[config.mk]
export PLATFORM = sky130hd
export DESIGN_NAME = timer_status_flags
export DESIGN_NICKNAME = d
export VERILOG_FILES = /design/src/common/timer_flags_pkg.sv /design/src/core/flag_bit.sv /design/src/core/timer_status_flags.sv
export VERILOG_INCLUDE_DIRS = /design/src /design/src/common
export SDC_FILE = /design/constraint.sdc
export NUM_CORES = 1
export LEC_CHECK = 0
export BUFFER_PORTS_ARGS = -buffer_cell sky130_fd_sc_hd__buf_2
export CAP_MARGIN = 20
export CORE_MARGIN = 2
export CORE_UTILIZATION = 47
export DETAILED_ROUTE_END_ITERATION = 12
export MAX_ROUTING_LAYER = met4
export PLACE_DENSITY = 0.79
export SYNTH_ARGS = -nofsm -noshare
export SYNTH_HDL_FRONTEND = slang
export SYNTH_SLANG_ARGS = --single-unit
[constraint.sdc]
create_clock -name clk_sys -period 2.6 [get_ports clk_sys]
set_input_delay 0.52 -clock clk_sys [delete_from_list [all_inputs] [get_ports clk_sys]]
set_output_delay 0.52 -clock clk_sys [all_outputs]
set_load 0.02 [all_outputs]
[src/common/timer_flags_cfg.svh]
// Purpose: constants of the timer status flag block
// Assumes: 32-bit Avalon-MM data, byte addresses, word-aligned registers
// Notes: types live in timer_flags_pkg
`ifndef TIMER_FLAGS_CFG_SVH
`define TIMER_FLAGS_CFG_SVH
`define OFS_CTRL    8'h00
`define OFS_ENABLE  8'h0C
`define OFS_FLAGS   8'h10
`define OFS_EVGEN   8'h14
`define B_UPD       0
`define B_CH_LO     1
`define B_CH_HI     4
`define B_TRIG      6
`define B_OVC_LO    9
`define B_OVC_HI    12
`define B_UPDATE_DISABLE      1
`define B_URS       2
`define B_UG        0
`define B_TG        6
`define ENABLE_MASK 16'h005F
`define FLAGS_RST   16'h0000
`define RDATA_RST   32'h0000_0000
`endif

[src/common/timer_flags_pkg.sv]
// Purpose: types of the timer status flag block
// Assumes: slave mode codes as driven by the slave-mode controller
// Notes: constants live in timer_flags_cfg.svh
package timer_flags_pkg;
  typedef enum logic [2:0] {
    SM_INTERNAL = 3'h0,
    SM_RESET    = 3'h4,
    SM_GATED    = 3'h5,
    SM_TRIGGER  = 3'h6,
    SM_EXTCLK   = 3'h7
  } slave_mode_t;

  // state of the top module apart from the flags, which the flag_bit instances hold
  typedef struct packed {
    logic        waitReg;
    logic [31:0] rdReg;
    logic        irqReg;
    logic        trigPrev;
    logic        update_disable;
    logic        update_request_source;
    logic [15:0] enable;
    logic        ugPulse;
    logic        tgPulse;
  } core_state_t;
endpackage

[src/core/flag_bit.sv]
// Purpose: group of sticky flags, set by hardware, cleared by a strobe
// Assumes: set and clear are one-cycle strobes in clk_sys
// Notes: set wins over clear in the same cycle
`timescale 1ns/1ps
`default_nettype none
module flag_bit #(
  parameter int WIDTH = 1
) (
  // clock and reset
  input  wire logic             clk_sys,
  input  wire logic             nrst,
  // set and clear strobes
  input  wire logic [WIDTH-1:0] setIn,
  input  wire logic [WIDTH-1:0] clrIn,
  // flag state
  output logic      [WIDTH-1:0] q
);
  typedef struct packed {
    logic [WIDTH-1:0] flag;
  } flag_state_t;

  flag_state_t st_reg;
  flag_state_t st_next;

  // set beats clear so no event is lost
  always_comb
  begin
    st_next.flag = setIn | (st_reg.flag & ~clrIn);
  end

  always_ff @(posedge clk_sys)
  begin
    if (!nrst)
      st_reg.flag <= '0;
    else
      st_reg <= st_next;
  end

  assign q = st_reg.flag;
endmodule
`default_nettype wire

[src/core/timer_status_flags.sv]
// Purpose: status flags of a 16-bit general-purpose timer with Avalon-MM access
// Assumes: event strobes are one-cycle pulses synchronous to clk_sys
// Notes: flags clear on zero write; capture read clears an input channel flag
`timescale 1ns/1ps
`default_nettype none
`include "timer_flags_cfg.svh"
module timer_status_flags #(
  parameter int NUM_CH = 4
) (
  // clock and reset
  input  wire logic              clk_sys,
  input  wire logic              nrst,
  // avalon-mm slave
  input  wire logic [7:0]        address,
  input  wire logic              read,
  input  wire logic              write,
  input  wire logic [31:0]       writedata,
  input  wire logic [3:0]        byteenable,
  output logic      [31:0]       readdata,
  output logic                   waitrequest,
  // slave-mode and counter events
  input  wire logic [2:0]        slaveMode,
  input  wire logic              trigInput,
  input  wire logic              repWrap,
  input  wire logic              swReinit,
  input  wire logic              trigReinit,
  input  wire logic              centerAligned,
  // channel events
  input  wire logic [NUM_CH-1:0] chInputMode,
  input  wire logic [NUM_CH-1:0] cmpMatch,
  input  wire logic [NUM_CH-1:0] captureEvt,
  input  wire logic [NUM_CH-1:0] captureRead,
  // requests out
  output logic                   irq,
  output logic                   updateGenerate,
  output logic                   triggerGenerate
);
  timer_flags_pkg::core_state_t st_reg;
  timer_flags_pkg::core_state_t st_next;

  logic              acceptWr;
  logic [15:0]       laneMask;
  logic [15:0]       zeroWr;
  logic [15:0]       flagVec;
  logic              trigEdge;
  logic              isGated;
  logic              updSet;
  logic              trigSet;
  logic [NUM_CH-1:0] chSet;
  logic [NUM_CH-1:0] chClr;
  logic [NUM_CH-1:0] ovcSet;
  logic              updFlag;
  logic              trigFlag;
  logic [NUM_CH-1:0] chFlag;
  logic [NUM_CH-1:0] ovcFlag;

  // a write takes effect only at the edge that sees waitrequest low
  assign acceptWr = write & ~st_reg.waitReg;
  assign laneMask = {{8{byteenable[1]}}, {8{byteenable[0]}}};
  assign zeroWr   = (acceptWr && address == `OFS_FLAGS) ?
                    (~writedata[15:0] & laneMask) : `FLAGS_RST;

  // trigger edge: rising normally, either edge when gated
  assign isGated  = (slaveMode == timer_flags_pkg::SM_GATED);
  assign trigEdge = isGated ? (trigInput ^ st_reg.trigPrev)
                            : (trigInput & ~st_reg.trigPrev);
  assign trigSet  = trigEdge | st_reg.tgPulse;

  // update sources, request source only gates the software and trigger ones
  assign updSet = ~st_reg.update_disable & (repWrap
                  | (~st_reg.update_request_source & (st_reg.ugPulse | swReinit
                  | trigReinit)));

  // compare matches are ignored in center-aligned counting
  assign chSet  = (cmpMatch & ~chInputMode & {NUM_CH{~centerAligned}})
                | (captureEvt & chInputMode);
  assign chClr  = zeroWr[`B_CH_HI:`B_CH_LO] | (captureRead & chInputMode);
  // overcapture only exists for input channels
  assign ovcSet = captureEvt & chInputMode & chFlag;

  // sticky flag groups
  flag_bit #(.WIDTH(1)) uUpd (
    .clk_sys (clk_sys),
    .nrst    (nrst),
    .setIn   (updSet),
    .clrIn   (zeroWr[`B_UPD]),
    .q       (updFlag)
  );

  flag_bit #(.WIDTH(1)) uTrig (
    .clk_sys (clk_sys),
    .nrst    (nrst),
    .setIn   (trigSet),
    .clrIn   (zeroWr[`B_TRIG]),
    .q       (trigFlag)
  );

  flag_bit #(.WIDTH(NUM_CH)) uCh (
    .clk_sys (clk_sys),
    .nrst    (nrst),
    .setIn   (chSet),
    .clrIn   (chClr),
    .q       (chFlag)
  );

  flag_bit #(.WIDTH(NUM_CH)) uOvc (
    .clk_sys (clk_sys),
    .nrst    (nrst),
    .setIn   (ovcSet),
    .clrIn   (zeroWr[`B_OVC_HI:`B_OVC_LO]),
    .q       (ovcFlag)
  );

  // flag register image, unused positions stay zero
  always_comb
  begin
    flagVec                      = `FLAGS_RST;
    flagVec[`B_UPD]              = updFlag;
    flagVec[`B_CH_HI:`B_CH_LO]   = chFlag;
    flagVec[`B_TRIG]             = trigFlag;
    flagVec[`B_OVC_HI:`B_OVC_LO] = ovcFlag;
  end

  // next state: bus handshake, read capture, control writes, pulses
  always_comb
  begin
    st_next          = st_reg;
    st_next.waitReg  = ~((read | write) & st_reg.waitReg);
    st_next.trigPrev = trigInput;
    st_next.ugPulse  = 1'b0;
    st_next.tgPulse  = 1'b0;
    // irq lags the flag by one cycle, kept so that irq is a flop
    st_next.irqReg   = |(flagVec & st_reg.enable);
    if (read && st_reg.waitReg)
    begin
      st_next.rdReg = `RDATA_RST;
      unique case (address)
        `OFS_CTRL:
        begin
          st_next.rdReg[`B_UPDATE_DISABLE] = st_reg.update_disable;
          st_next.rdReg[`B_URS]  = st_reg.update_request_source;
        end
        `OFS_ENABLE: st_next.rdReg[15:0] = st_reg.enable;
        `OFS_FLAGS:  st_next.rdReg[15:0] = flagVec;
        default:     st_next.rdReg = `RDATA_RST;
      endcase
    end
    if (acceptWr)
    begin
      unique case (address)
        `OFS_CTRL:
        begin
          if (byteenable[0])
          begin
            st_next.update_disable = writedata[`B_UPDATE_DISABLE];
            st_next.update_request_source  = writedata[`B_URS];
          end
        end
        `OFS_ENABLE:
        begin
          st_next.enable = (st_reg.enable & ~laneMask)
                         | (writedata[15:0] & laneMask & `ENABLE_MASK);
        end
        `OFS_EVGEN:
        begin
          if (byteenable[0])
          begin
            st_next.ugPulse = writedata[`B_UG];
            st_next.tgPulse = writedata[`B_TG];
          end
        end
        default: st_next.ugPulse = 1'b0;
      endcase
    end
  end

  // single state register; trigger history is primed to avoid a false edge
  always_ff @(posedge clk_sys)
  begin
    if (!nrst)
    begin
      st_reg          <= '0;
      st_reg.waitReg  <= 1'b1;
      st_reg.trigPrev <= trigInput;
    end
    else
    begin
      st_reg <= st_next;
    end
  end

  assign readdata        = st_reg.rdReg;
  assign waitrequest     = st_reg.waitReg;
  assign irq             = st_reg.irqReg;
  assign updateGenerate  = st_reg.ugPulse;
  assign triggerGenerate = st_reg.tgPulse;
endmodule
`default_nettype wire

After elaboration in Yosys (flattened, before gate mapping)
Index checks and enable logic that the tools add are counted.
{"block": "totals", "register_bits": 49, "inputBits": 72, "out_inout_bits": 36, "word_cells": 73}
{"block": "op_classes", "n_eq_ne": 4, "muxes": 5, "n_bitwise": 44, "n_reduce_logical": 7}
{"op": "$and A4 B4 Y4", "n": 7}
{"op": "$pmux W13 S2", "n": 1}
{"op": "$and A13 B16 Y16", "n": 1}
{"op": "$and A16 B16 Y16", "n": 1}
{"op": "$eq A8 B5 Y1 const B", "n": 2}
{"op": "$not A16 Y16", "n": 1}
{"op": "$or A16 B7 Y16", "n": 1}
{"op": "$or A4 B4 Y4", "n": 4}
{"op": "$reduce_or A16 Y1", "n": 1}
{"op": "$and A13 B13 Y13", "n": 1}
{"op": "$mux W13", "n": 1}
{"op": "$not A13 Y13", "n": 1}
{"op": "$not A4 Y4", "n": 3}
{"op": "$eq A8 B4 Y1 const B", "n": 1}
{"op": "$logic_not A8 Y1", "n": 1}
{"op": "$not A1 Y1", "n": 8}
{"op": "$and A1 B1 Y1", "n": 7}
{"op": "$and A7 B7 Y7", "n": 1}
{"op": "$or A1 B1 Y1", "n": 7}
{"op": "$pmux W2 S3", "n": 1}
{"op": "$reduce_and A4 Y1", "n": 1}
{"op": "$eq A3 B3 Y1 const B", "n": 1}
{"op": "$reduce_and A3 Y1", "n": 1}
{"op": "$logic_and A1 B1 Y1", "n": 2}
{"op": "other kinds (4)", "n": 4}

Longest topological paths before layout
{"block": "logic_depth", "depth_word": 8, "depth_mapped": 5, "ltp_nobuf": 5}

Cells and area by module
From an unflattened synthesis, not the netlist that was laid out.
{"block": "hier_totals", "hier_cells": 258, "area_unflattened_um2": 2347.3}
{"module": "timer_status_flags", "instances": 1, "cells_each": 228, "area_each_um2": 1934.4, "seq_area_each_um2": 780.7}
{"module": "flag_bit (uCh ...)", "instances": 2, "cells_each": 12, "area_each_um2": 165.2, "seq_area_each_um2": 80.1}
{"module": "flag_bit (uTrig ...)", "instances": 2, "cells_each": 3, "area_each_um2": 41.3, "seq_area_each_um2": 20.0}

Least setup slack after synthesis
OpenSTA, ideal clock, no wires.
{"block": "synth_timing", "path_kind": "input -> register", "startpoint": "input port address[5]", "endpoint": "register uUpd.st_reg, in the netlist uUpd.q", "setup_time_ns": 0.122, "t_arrival_ns": 2.019, "t_required_ns": 2.478, "slack_ns": 0.459, "cell_stages": 4, "n_path_buf": 1, "cell_sequence": "or4_4 > buf_6 > or4_4 > o311a_1"}
{"block": "synth_between", "elab_chain_len": 6}
{"item": "from (decl)", "line_no": "timer_status_flags.sv:14", "rtl": "input wire logic [7:0] address,"}
{"item": "$eq A8 B5 Y1"}
{"item": "$logic_and A1 B1 Y1 (no line)"}
{"item": "$mux W13 (no line)"}
{"item": "$not A1 Y1", "line_no": "flag_bit.sv:28", "rtl": "st_next.flag = setIn | (st_reg.flag & ~clrIn);"}
{"item": "$and A1 B1 Y1", "line_no": "flag_bit.sv:28"}
{"item": "$or A1 B1 Y1", "line_no": "flag_bit.sv:28"}
{"item": "to (signal assigned)", "line_no": "flag_bit.sv:36", "rtl": "st_reg <= st_next;"}
{"item": "to (decl)", "line_no": "flag_bit.sv:22", "rtl": "flag_state_t st_reg;"}
No other way between the ends.
A chain may end at the register's enable or synchronous reset.

Worst setup path in the final report
Same ends and word-level chain as after synthesis.

==> impl_metrics.yaml <==
clock_network:
  clockRootBuffer: "clkbuf_8"
  postCtsSetupRepairBufs: 0
  clk_pin_slew_ns: 0.08
  htree_levels: 2
  cts_buffers: 5
  tritoncts: "yes"
  cts_resized: 0
  cts_hold_buf: 0
  cts_sinks: 49
  clock_path_buffers: 2
  clk_latency_ns: 0.30
global_route:
  use_met3_pct: 4.471
  grt_pass1_vias: 2222
  grt_overflow_total: 0
  met2_usage_pct: 36.14
  top_usage_layer: "met2"
  grt_first_pass_wirelength_um: 10520
  grt_usage_pct: 22.42
  antenna_found_initial: 0
  use_met1_pct: 28.44
  grt_max_degree: 30
worst_setup_path:
  required_ns: 2.79
  max_stage_delay_ns: 0.59
  crit_path_top_delay_cell: "or4_4"
  crit_path_start_kind: "input port"
  critPathKind: "input port to flop"
  worstPathArrival_ns: 2.17
  path_max_fanout: 5
  cp_common_cell: "or4_4"
  crit_chain: "buf_2 > or4_4 > or4_4 > o311a_1"
  cp_top_family: "simple AND/OR/NAND/NOR gates"
  path_buf_inv: 1
  crit_path_end_kind: "flop"
placement:
  dp_hpwl_um: 4546
  postPlaceCellArea_mm2: 0.002735
  gpl.final_weighted_congestion: 0.8277
  io_buffers: 67
  place_ws_ns: 0.3062
floorplan:
  rows: 26
  die_height_um: 76.88
  core_area_mm2: 0.005107
  initial_core_util_pct: 48.87
  die-area_mm2: 0.005910
  fp.dieW_um: 76.88
  ios: 108
final_layout:
  n_antenna_cell: 0
  design_area_mm2: 0.002821
  drive_above_1_share_pct: 30.31
  regArea_um2: 980.9
  finalNetCount: 393
  multi_input_area_mm2: 0.001230
  syn_to_final_growth_pct: 13.03
  postLayoutCoreUtil_pct: 55.24
  fill_cells: 485
logic_synthesis:
  synthDistinctLibCells: 49
  netlist_top_cells_area: "dfxtp_1 39%, buf_4 9.6%, a221o_1 3.6%, nand4_1 3.5%, o41ai_1 3.2%"
  synth_seq_area_share_pct: 39.30
  synth_ff_type: "dfxtp_1"
  synth_area_leader_cell: "dfxtp_1"
  synthArstFlopShare_pct: 0
  netlist_area_mm2: 0.002496
  synth-edff-count: 0
  syn_inst: 271
  synth_largest_type_area_fraction_pct: 39.30
  synth_area_per_cell_um2: 9.211
  synth_commonest_cells: "49 x dfxtp_1, 32 x buf_4, 17 x clkbuf_1"
  synth_most_common_cell: "dfxtp_1"
  yosys_warnings: 0
  ys_ff_latch: 49
drt:
  vias: 2292
  wl_per_cell_um: 15.67
  drt-total-wl_um: 6110
  route.detailed.drc: 0
  ant_nets: 0
  viasPerCell: 5.877
  drt_first_pass_iters: 4
  drt-initial-drc-count: 115
timing:
  min_period_ns: 1.971
  max_freq_mhz: 507.2
  hold_slack_ns: 0.3340
  hold_viol: 0
  rsz0062_at_grt: "no"
  setup_viol: 0
  drv_slew: 0
  clock_skew_ns: 0.009493
  final.setup.tns_ns: 0
  worst_slack_ns: 0.6286
  relSlewSlack_pct: 38.94
  worst_pin_slew_ns: 0.9149
  period_share_pct: 75.82
power:
  vdd_drop_max_mv: 0.2216
  power_density_mw_per_mm2: 495.6
  p_leak_nw: 1.183
worst_hold_path:
  holdCritPathClass: "input port to flop"
outcome:
  status: "finished clean"
job:
  maxCapViolations: 0
## placed cells by master, fill, tap and decap left out, types with 3 or more instances in the layout
master	n
buf_2	67
dfxtp_1	49
conb_1	16
nand2_1	14
nand4_1	14
a21oi_1	14
and3_1	10
a31oi_1	10
buf_4	10
o41ai_1	9
a221o_1	9
nor3b_1	8
inv_1	7
nor2_1	6
nand3_1	6
clkbuf_8	6
a211oi_1	5
nand3b_1	4
nor4_1	4
o311a_1	4
or3b_2	3
a221oi_1	3
a22o_1	3
nor4b_1	3
or4b_2	3
## worst paths after layout
path | endpoint | depth (start not counted) | from | slack, ns
max | uUpd.q | 4 | address[5] | 0.63
min | st_reg[20] | 1 | trigInput | 0.33
max reg2reg | uUpd.q | 3 | waitrequest | 1.00
min reg2reg | readdata[13] | 2 | readdata[13] | 0.45
## final cells by class
type | instances | share of cell area, %
flip-flops and latches | 49 | 34.77
multi-input cells | 180 | 43.59
inverters | 7 | 0.9313
clock buffers | 7 | 3.060
repair buffers | 77 | 14.55
well taps | 70 | 3.104
## where the power goes
part | internal, W | switching, W | leakage, nW
logic | 0.0000623 | 0.000108 | 0.742
registers | 0.000762 | 0.0000147 | 0.397
clock network | 0.000211 | 0.000240 | 0.0443
## per-stage QoR
step,power [W],instances
2_1_floorplan,0.0009077,286
3_3_place_gp,0.0009592,383
3_5_place_dp,0.0009630,383
4_1_cts,0.001405,390
5_1_grt,0.001458,390
6_report,0.001398,390
## layer usage
layer	share of wire, %	wire length, um
met5	0	0
met4	1.7	101
met3	7.2	437
met2	46	2807
met1	45	2763
## cells by family (layout without fill, tap and decap cells)
family | after synthesis | after routing | share of synthesized area [%]
AND/OR/NAND/NOR | 92 | 92 | 24.21
multiplexers | 2 | 2 | 0.8521
AO/OA/AOI/OAI | 69 | 69 | 21.30
adder cells (fa/ha/maj) | 1 | 1 | 0.5012
flip-flops | 49 | 49 | 39.30
buffers and inverters | 57 | 91 | 13.68
other | 1 | 16 | 0.1502
Note: power is estimated with default switching activity, not from simulation.
